$ cat src/manchester_rx_defines.svh
// Purpose: Timing and protocol constants for the Manchester receive decoder.
// Assumes: ref_clk runs at 20 MHz, so one sample covers half a bit cell.
// Notes:   Cycle counts are derived from the times at the clock period.
`ifndef MANCHESTER_RX_DEFINES_SVH
`define MANCHESTER_RX_DEFINES_SVH

`define CLK_PERIOD_NS 50
`define RX_REJECT_NS 20
`define RX_QUAL_CYC ((`RX_REJECT_NS + `CLK_PERIOD_NS - 1) / `CLK_PERIOD_NS)
`define COL_REJECT_NS 10
`define COL_QUAL_CYC ((`COL_REJECT_NS + `CLK_PERIOD_NS - 1) / `CLK_PERIOD_NS)
`define COL_HOLD_NS 190
`define COL_HOLD_CYC (`COL_HOLD_NS / `CLK_PERIOD_NS)
`define NEG_EDGES_TO_LOCK 2'h2
`define EOP_QUIET 2'h1
`define QUIET_MAX 2'h3

`endif

$ cat src/manchester_rx_pkg.sv
// Purpose: Types shared by the Manchester receive decoder.
// Assumes: Nothing beyond the defines header.
// Notes:   Line pairs and most host outputs travel as packed structs; testSelect and transmitBitClock are separate.
package manchester_rx_pkg;

	typedef struct packed {
		logic rxSquelch;
		logic rxData;
		logic colSquelch;
	} lineIn_t;

	typedef struct packed {
		logic carrierPresentOut;
		logic collisionFlag;
		logic recClock;
		logic recData;
	} hostOut_t;

	typedef enum logic [1:0] {
		ST_IDLE,
		ST_ACQUIRE,
		ST_RECEIVE,
		ST_DRAIN
	} rxState_t;

endpackage : manchester_rx_pkg

$ cat src/pulse_qualifier.sv
// Purpose: Passes a squelch level only after it has held for QUAL samples.
// Assumes: The level is synchronous to clk.
// Notes:   Dropping the level clears the output at once.
`timescale 1ns/1ps
module pulse_qualifier #(
	parameter int unsigned QUAL = 1
) (
	// Clock and reset
	input  wire logic clk,
	input  wire logic resetn,
	// Level in
	input  wire logic level,
	// Qualified level and its rising pulse
	output logic      qualOut,
	output logic      riseOut
);

	logic [2:0] cnt_q;
	logic       qual_q;
	logic       rise_q;

	wire logic qualD = level && (cnt_q >= 3'(QUAL - 1));
	wire logic atMax = (cnt_q == 3'h7);

	always_ff @(posedge clk or negedge resetn) begin
		if (!resetn) begin
			cnt_q  <= 3'h0;
			qual_q <= 1'b0;
			rise_q <= 1'b0;
		end else begin
			cnt_q  <= level ? cnt_q + {2'h0, !atMax} : 3'h0;
			qual_q <= qualD;
			rise_q <= qualD && !qual_q;
		end
	end

	assign qualOut = qual_q;
	assign riseOut = rise_q;

endmodule : pulse_qualifier

$ cat src/manchester_rx_decoder.sv
// Purpose: Receive side of a 10 Mb/s Manchester line interface.
// Assumes: Line comparators give synchronous levels; ref_clk is 20 MHz.
// Notes:   Two samples per bit cell, so edge jitter snaps to one sample.
//
// How it works
// - Receive activity shorter than 20ns never raises carrier or starts data.
// - Collision transients shorter than 10ns never raise the collision flag.
// - Receive pulses of 45ns or more always qualify; 20ns or less never.
// - Carrier goes high once amplitude and duration both qualify.
// - Recovered clock and data start after the third negative data edge.
// - During reception recovered data changes only at recovered clock rise.
// - At packet end carrier drops, clock gives one last cycle, then low with test select high.
// - With test select low the recovered clock always runs.
// - Clock locks to transmit clock rate and aligns phase to edges.
// - Bits are recovered despite edges displaced up to 20ns.
// - Collision flag holds three samples (150ns) after the last collision rise.
// - Idle line with test select high holds recovered data high.
// - Idle line with test select high holds recovered clock low.
// - Carrier drops together with a recovered clock rising edge.
// - Collision flag stays low with no collision signal.
`timescale 1ns/1ps
`include "manchester_rx_defines.svh"
module manchester_rx_decoder
	import manchester_rx_pkg::*;
(
	// Clock and reset
	input  wire logic    ref_clk,
	input  wire logic    resetn,
	// Line side
	input  wire lineIn_t line,
	input  wire logic    testSelect,
	// Host side
	output hostOut_t     host,
	output logic         transmitBitClock
);

	logic       rxQual;
	logic       rxRise;
	logic       colQual;
	logic       colRise;
	logic       dataPrev_q;
	logic       transPrev_q;
	logic       phase_q;
	logic       tbc_q;
	logic [1:0] negCnt_q;
	logic [1:0] quietCnt_q;
	logic [2:0] holdCnt_q;
	rxState_t   state_q;
	rxState_t   state_d;
	hostOut_t   host_q;
	hostOut_t   host_d;

	// Short squelch activity is filtered before anything else sees it.
	pulse_qualifier #(.QUAL(`RX_QUAL_CYC)) u_rxQual (
		.clk    (ref_clk),
		.resetn (resetn),
		.level  (line.rxSquelch),
		.qualOut(rxQual),
		.riseOut(rxRise)
	);

	pulse_qualifier #(.QUAL(`COL_QUAL_CYC)) u_colQual (
		.clk    (ref_clk),
		.resetn (resetn),
		.level  (line.colSquelch),
		.qualOut(colQual),
		.riseOut(colRise)
	);

	// Data edges only count once carrier is qualified.
	wire logic trans    = rxQual && (line.rxData != dataPrev_q);
	wire logic negEdge  = trans && dataPrev_q;
	// An edge after a quiet sample must be mid-cell; resync phase there.
	wire logic resync   = trans && !transPrev_q;
	wire logic phaseNow = resync || phase_q;
	wire logic quietEnd = (!trans && (quietCnt_q == `EOP_QUIET)) || !rxQual;
	wire logic lockNow  = negEdge && (negCnt_q == `NEG_EDGES_TO_LOCK);
	wire logic inRecv   = (state_q == ST_RECEIVE);
	wire logic isIdle   = (state_q == ST_IDLE);
	wire logic idleClk  = testSelect ? 1'b0 : tbc_q;
	wire logic holdOn   = (holdCnt_q > 3'h1);

	always_comb begin
		state_d = state_q;
		host_d  = host_q;
		host_d.collisionFlag = colRise || holdOn;
		case (state_q)
			ST_IDLE: begin
				host_d.recClock = idleClk;
				if (testSelect) begin
					host_d.recData = 1'b1;
				end
				// Start on the qualified rise, not the level, so the squelch
				// tail after packet end cannot raise carrier a second time.
				if (rxRise) begin
					host_d.carrierPresentOut = 1'b1;
					state_d = ST_ACQUIRE;
				end
			end
			ST_ACQUIRE: begin
				host_d.recClock = idleClk;
				if (lockNow) begin
					state_d = ST_RECEIVE;
					host_d.recClock = 1'b1;
					host_d.recData  = line.rxData;
				end else if (quietEnd) begin
					state_d = ST_DRAIN;
				end
			end
			ST_RECEIVE: begin
				host_d.recClock = phaseNow;
				if (phaseNow && trans) begin
					host_d.recData = line.rxData;
				end
				if (quietEnd) begin
					state_d = ST_DRAIN;
				end
			end
			ST_DRAIN: begin
				// One last clock cycle, carrier falling on its rising edge.
				host_d.recClock = phaseNow;
				if (phaseNow) begin
					host_d.carrierPresentOut = 1'b0;
					state_d = ST_IDLE;
				end
			end
			default: begin
				state_d = ST_IDLE;
			end
		endcase
	end

	always_ff @(posedge ref_clk or negedge resetn) begin
		if (!resetn) begin
			dataPrev_q  <= 1'b1;
			transPrev_q <= 1'b0;
			phase_q     <= 1'b0;
			tbc_q       <= 1'b0;
			state_q     <= ST_IDLE;
			host_q      <= '0;
			host_q.recData <= 1'b1;
		end else begin
			dataPrev_q  <= line.rxData;
			transPrev_q <= trans;
			phase_q     <= !phaseNow;
			tbc_q       <= !tbc_q;
			state_q     <= state_d;
			host_q      <= host_d;
		end
	end

	// Counters: lock edges, quiet samples, and the collision hold time.
	always_ff @(posedge ref_clk or negedge resetn) begin
		if (!resetn) begin
			negCnt_q   <= 2'h0;
			quietCnt_q <= 2'h0;
			holdCnt_q  <= 3'h0;
		end else begin
			negCnt_q   <= (state_q == ST_ACQUIRE) ?
			              negCnt_q + {1'b0, negEdge} : 2'h0;
			quietCnt_q <= trans ? 2'h0 :
			              quietCnt_q + {1'b0, quietCnt_q != `QUIET_MAX};
			holdCnt_q  <= colRise ? 3'(`COL_HOLD_CYC) :
			              holdCnt_q - {2'h0, holdCnt_q != 3'h0};
		end
	end

	assign host             = host_q;
	assign transmitBitClock = tbc_q;
endmodule : manchester_rx_decoder

$ cat config.mk
export PLATFORM = sky130hd
export DESIGN_NAME = manchester_rx_decoder
export DESIGN_NICKNAME = d
export VERILOG_FILES = /design/src/manchester_rx_pkg.sv /design/src/pulse_qualifier.sv /design/src/manchester_rx_decoder.sv
export VERILOG_INCLUDE_DIRS = /design/src /design/src/src
export SDC_FILE = /design/constraint.sdc
export NUM_CORES = 1
export LEC_CHECK = 0
export ABC_AREA = 1
export BUFFER_PORTS_ARGS = -buffer_cell sky130_fd_sc_hd__buf_2
export CAP_MARGIN = 20
export CELL_PAD_IN_SITES_DETAIL_PLACEMENT = 1
export CELL_PAD_IN_SITES_GLOBAL_PLACEMENT = 1
export CORE_UTILIZATION = 25
export CTS_CLUSTER_DIAMETER = 80
export DETAILED_ROUTE_END_ITERATION = 16
export PLACE_DENSITY_LB_ADDON = 0.1
export SLEW_MARGIN = 10
export SYNTH_ARGS = -nofsm -noshare
export SYNTH_HDL_FRONTEND = slang
export SYNTH_HIERARCHICAL = 1
export SYNTH_SLANG_ARGS = --single-unit
$ cat constraint.sdc
create_clock -name ref_clk -period 2.15 [get_ports ref_clk]
set_clock_uncertainty 0.15 [all_clocks]
set_input_delay 0.3225 -clock ref_clk [delete_from_list [all_inputs] [get_ports ref_clk]]
set_output_delay 0.3225 -clock ref_clk [all_outputs]
set_load 0.005 [all_outputs]
==> results.cfg <==
[yosys]
postSynthCellCount = 120
syn_area_um2 = 1020
ys_seq_area_share_pct = 51.8
synthXorXnorAreaFrac_pct = 0.860
muxShareOfSynthArea_pct = 0
synth_top_family_by_area = simple AND/OR/NAND/NOR gates
ys_ff_latch = 21
syn_nets = 133
synth-compound-area-share_pct = 5.16
yosys_warnings = 6
yosysUniqueCellTypes = 17
synthAdderAreaFrac_pct = 8.60
synth.avg_cell_area_um2 = 8.49
yosys.area_share.simple_pct = 24.3

[setup_path]
worstPathRequired_ns = 2.15
path_class = reg2reg
setup.worst_path.start_class = register
path_cells = inv_1 > ha_1 > inv_1 > or2_1 > nand2_1 > inv_1 > nand2_1 > nand2_1
arrival_ns = 1.66
cp_slowest_stage_delay_ns = 0.41
cp-end-kind = register
slowest_stage = dfrtp_1
r2r_slack_ns = 0.49
crit_fanout = 7

[power_and_ir_drop]
p_int_mw = 0.832
swShare_pct = 37.8
power_mw = 1.34
leakagePower_nw = 0.663
power_frac_comb_pct = 39.2
p_per_area_nw_per_um2 = 1130
clkPwrFrac_pct = 19.5
seqPwrFrac_pct = 41.3
vdd_drop_max_v = 0.000392
p_switching_mw = 0.506

[grt]
grt_pass1_vias = 793
grt_pass1_wl_mm = 3.56
grt.total_usage_pct = 11.1
grt_max_degree = 22
grt_overflow = 0
antenna_found_initial = 0

[sta]
finalSetupTns_ns = 0
finalSetupViolCount = 0
hold_viol = 0
slew_headroom_pct = 67.0
period_share_pct = 77.2
fmax_mhz = 603
holdWs_ns = 0.0282
worst_pin_slew_ns = 0.494
worst_slack_ns = 0.491
slew_viol_final = 0
finalCriticalPeriod_ns = 1.66
rsz0062_at_grt = false

[cts]
cts_tree = yes
post_cts_buffers = 0
htreeDepth = 1
clock-sinks = 21
cts.path.max_buffers = 2
numCtsBuffers = 3
clk_latency_ns = 0.26
root_buffer = clkbuf_8
cts.clk_slew.worst_paths_ns = 0.08

[hold_path]
hp-class = in2reg

[placed_design]
hpwlAfterDp_mm = 1.57
gp_congestion = 0.739
pre_cts_slack_ns = 0.485
numPortBuffers = 10

[detailed_routing]
vias = 754
postRouteAntennaNets = 0
viasPerCell = 4.12
drtPass1Iterations = 4
finalWirelength_mm = 1.99
wl_per_cell_um = 10.9
drtIter0Drc = 16
drc = 0

[flow_run]
max_cap_violations = 0

[layout]
antennaDiodeCount = 0
layout.nets = 149
drive_above_1_share_pct = 18.5
syn2layout_area_growth_pct = 16.3

[die]
die_w_um = 65.8
dieArea_um2 = 4330
die_y_um = 65.8
start_util_pct = 27.0
io_pins = 11
coreArea_um2 = 3770
rows = 22

[status]
outcome = complete, no violations
-- worst max-delay path: cells and delay by family, from the launching register on --
family / cells / cell delay [ns]
flops: 1 / 0.41
fa+ha+maj: 1 / 0.23
simple gates: 4 / 0.47
buf+inv: 3 / 0.30
-- sequential cells by signal, indices dropped and copies added (netlist names) --
register           cells
dataPrev_q             1
holdCnt_q              3
host                   4
negCnt_q               2
phase_q                1
quietCnt_q             2
state_q                2
transPrev_q            1
transmitBitClock       1
u_colQual/qualOut      1
u_colQual/riseOut      1
u_rxQual/qualOut       1
u_rxQual/riseOut       1
-- per-layer routing --
metal	part of all wire (%)	up-vias	track usage [%]	wire [um]
met5	0	-	0	0
met4	1.2	0	4.08	23
met3	2.6	2	3.10	51
met2	45	9	19.1	903
met1	51	350	13.1	1010
li1	-	393	-	-
-- Yosys cell counts --
cell,count,share of area (%)
a21oi_1,2,0.98
dfrtp_1,19,47
dfstp_2,2,5.2
ha_1,7,8.6
inv_1,24,8.8
inv_2,1,0.37
nand2_1,37,14
nand2_2,1,0.61
nand3_1,5,2.5
nand3_2,2,2.0
nand4_1,1,0.61
nor2_1,7,2.6
nor2_2,3,1.8
o21ai_0,5,2.5
o21ai_2,2,1.7
or2_1,1,0.61
xnor2_1,1,0.86
-- power groups by stage --
stage	combinational, mW	clock, mW	sequential [mW]
floorplan	0.385	0	0.555
global placement	0.528	0	0.559
detailed placement	0.538	0	0.563
CTS	0.544	0.279	0.555
global route	0.636	0.290	0.566
finish	0.524	0.260	0.553
-- layout by cell type (no fill, tap or decap) --
cell type      count
nand2_1           37
inv_1             24
dfrtp_1           19
buf_2             10
nor2_1             7
ha_1               7
nand3_1            5
o21ai_0            5
nor2_2             3
clkbuf_8           3
a21oi_1            2
nand3_2            2
o21ai_2            2
dfstp_2            2
inv_2              1
nand4_1            1
xnor2_1            1
or2_1              1
nand2_2            1
clkinv_2           1
dlygate4sd3_1      1
-- cell type report --
class                   count  area (um2)
clock inverters             1        5.00
well taps                  48        60.1
multi-input cells          74         397
fillers                   450        2590
inverters                  25        93.8
flip-flops and latches     21         528
clock buffers               3        41.3
repair buffers             11        60.1
-- cell families (layout without fill, tap and decap cells) --
kind of cell	count (synthesis)	in the layout
xor gates and xnor gates	1	1
DFF	21	21
adders and majority gates	7	7
AOI/OAI and AO/OA	9	9
and+or+nand+nor	57	57
buffers and inverters	25	40
-- through the flow --
step / cell area, um2 / util [%] / instances
global route: 1180 / 31.4 / 183
detailed placement: 1130 / 29.9 / 178
CTS: 1180 / 31.4 / 183
floorplan: 1020 / - / 120
global placement: 1130 / 29.9 / 178
finish: 1180 / 31.4 / 183
-- final timing paths --
kind / start / end / depth (start not counted)
setup / recovery: state_q[0] / state_q[0] / 8
hold / removal: line[1] / dataPrev_q / 1
setup reg to reg: state_q[0] / state_q[0] / 8
hold reg to reg: u_colQual/qualOut / u_colQual/riseOut / 1
max in group asynchronous: resetn / host[0] / 2
min in group asynchronous: resetn / holdCnt_q[2] / 2
-- what timing repair did --
action	in CTS	in global routing
hold buffers	1	0
setup endpoints to repair	0	0
endpoints found under the hold margin	19	0
resized for setup	0	0
(Power assumes the default switching activity.)
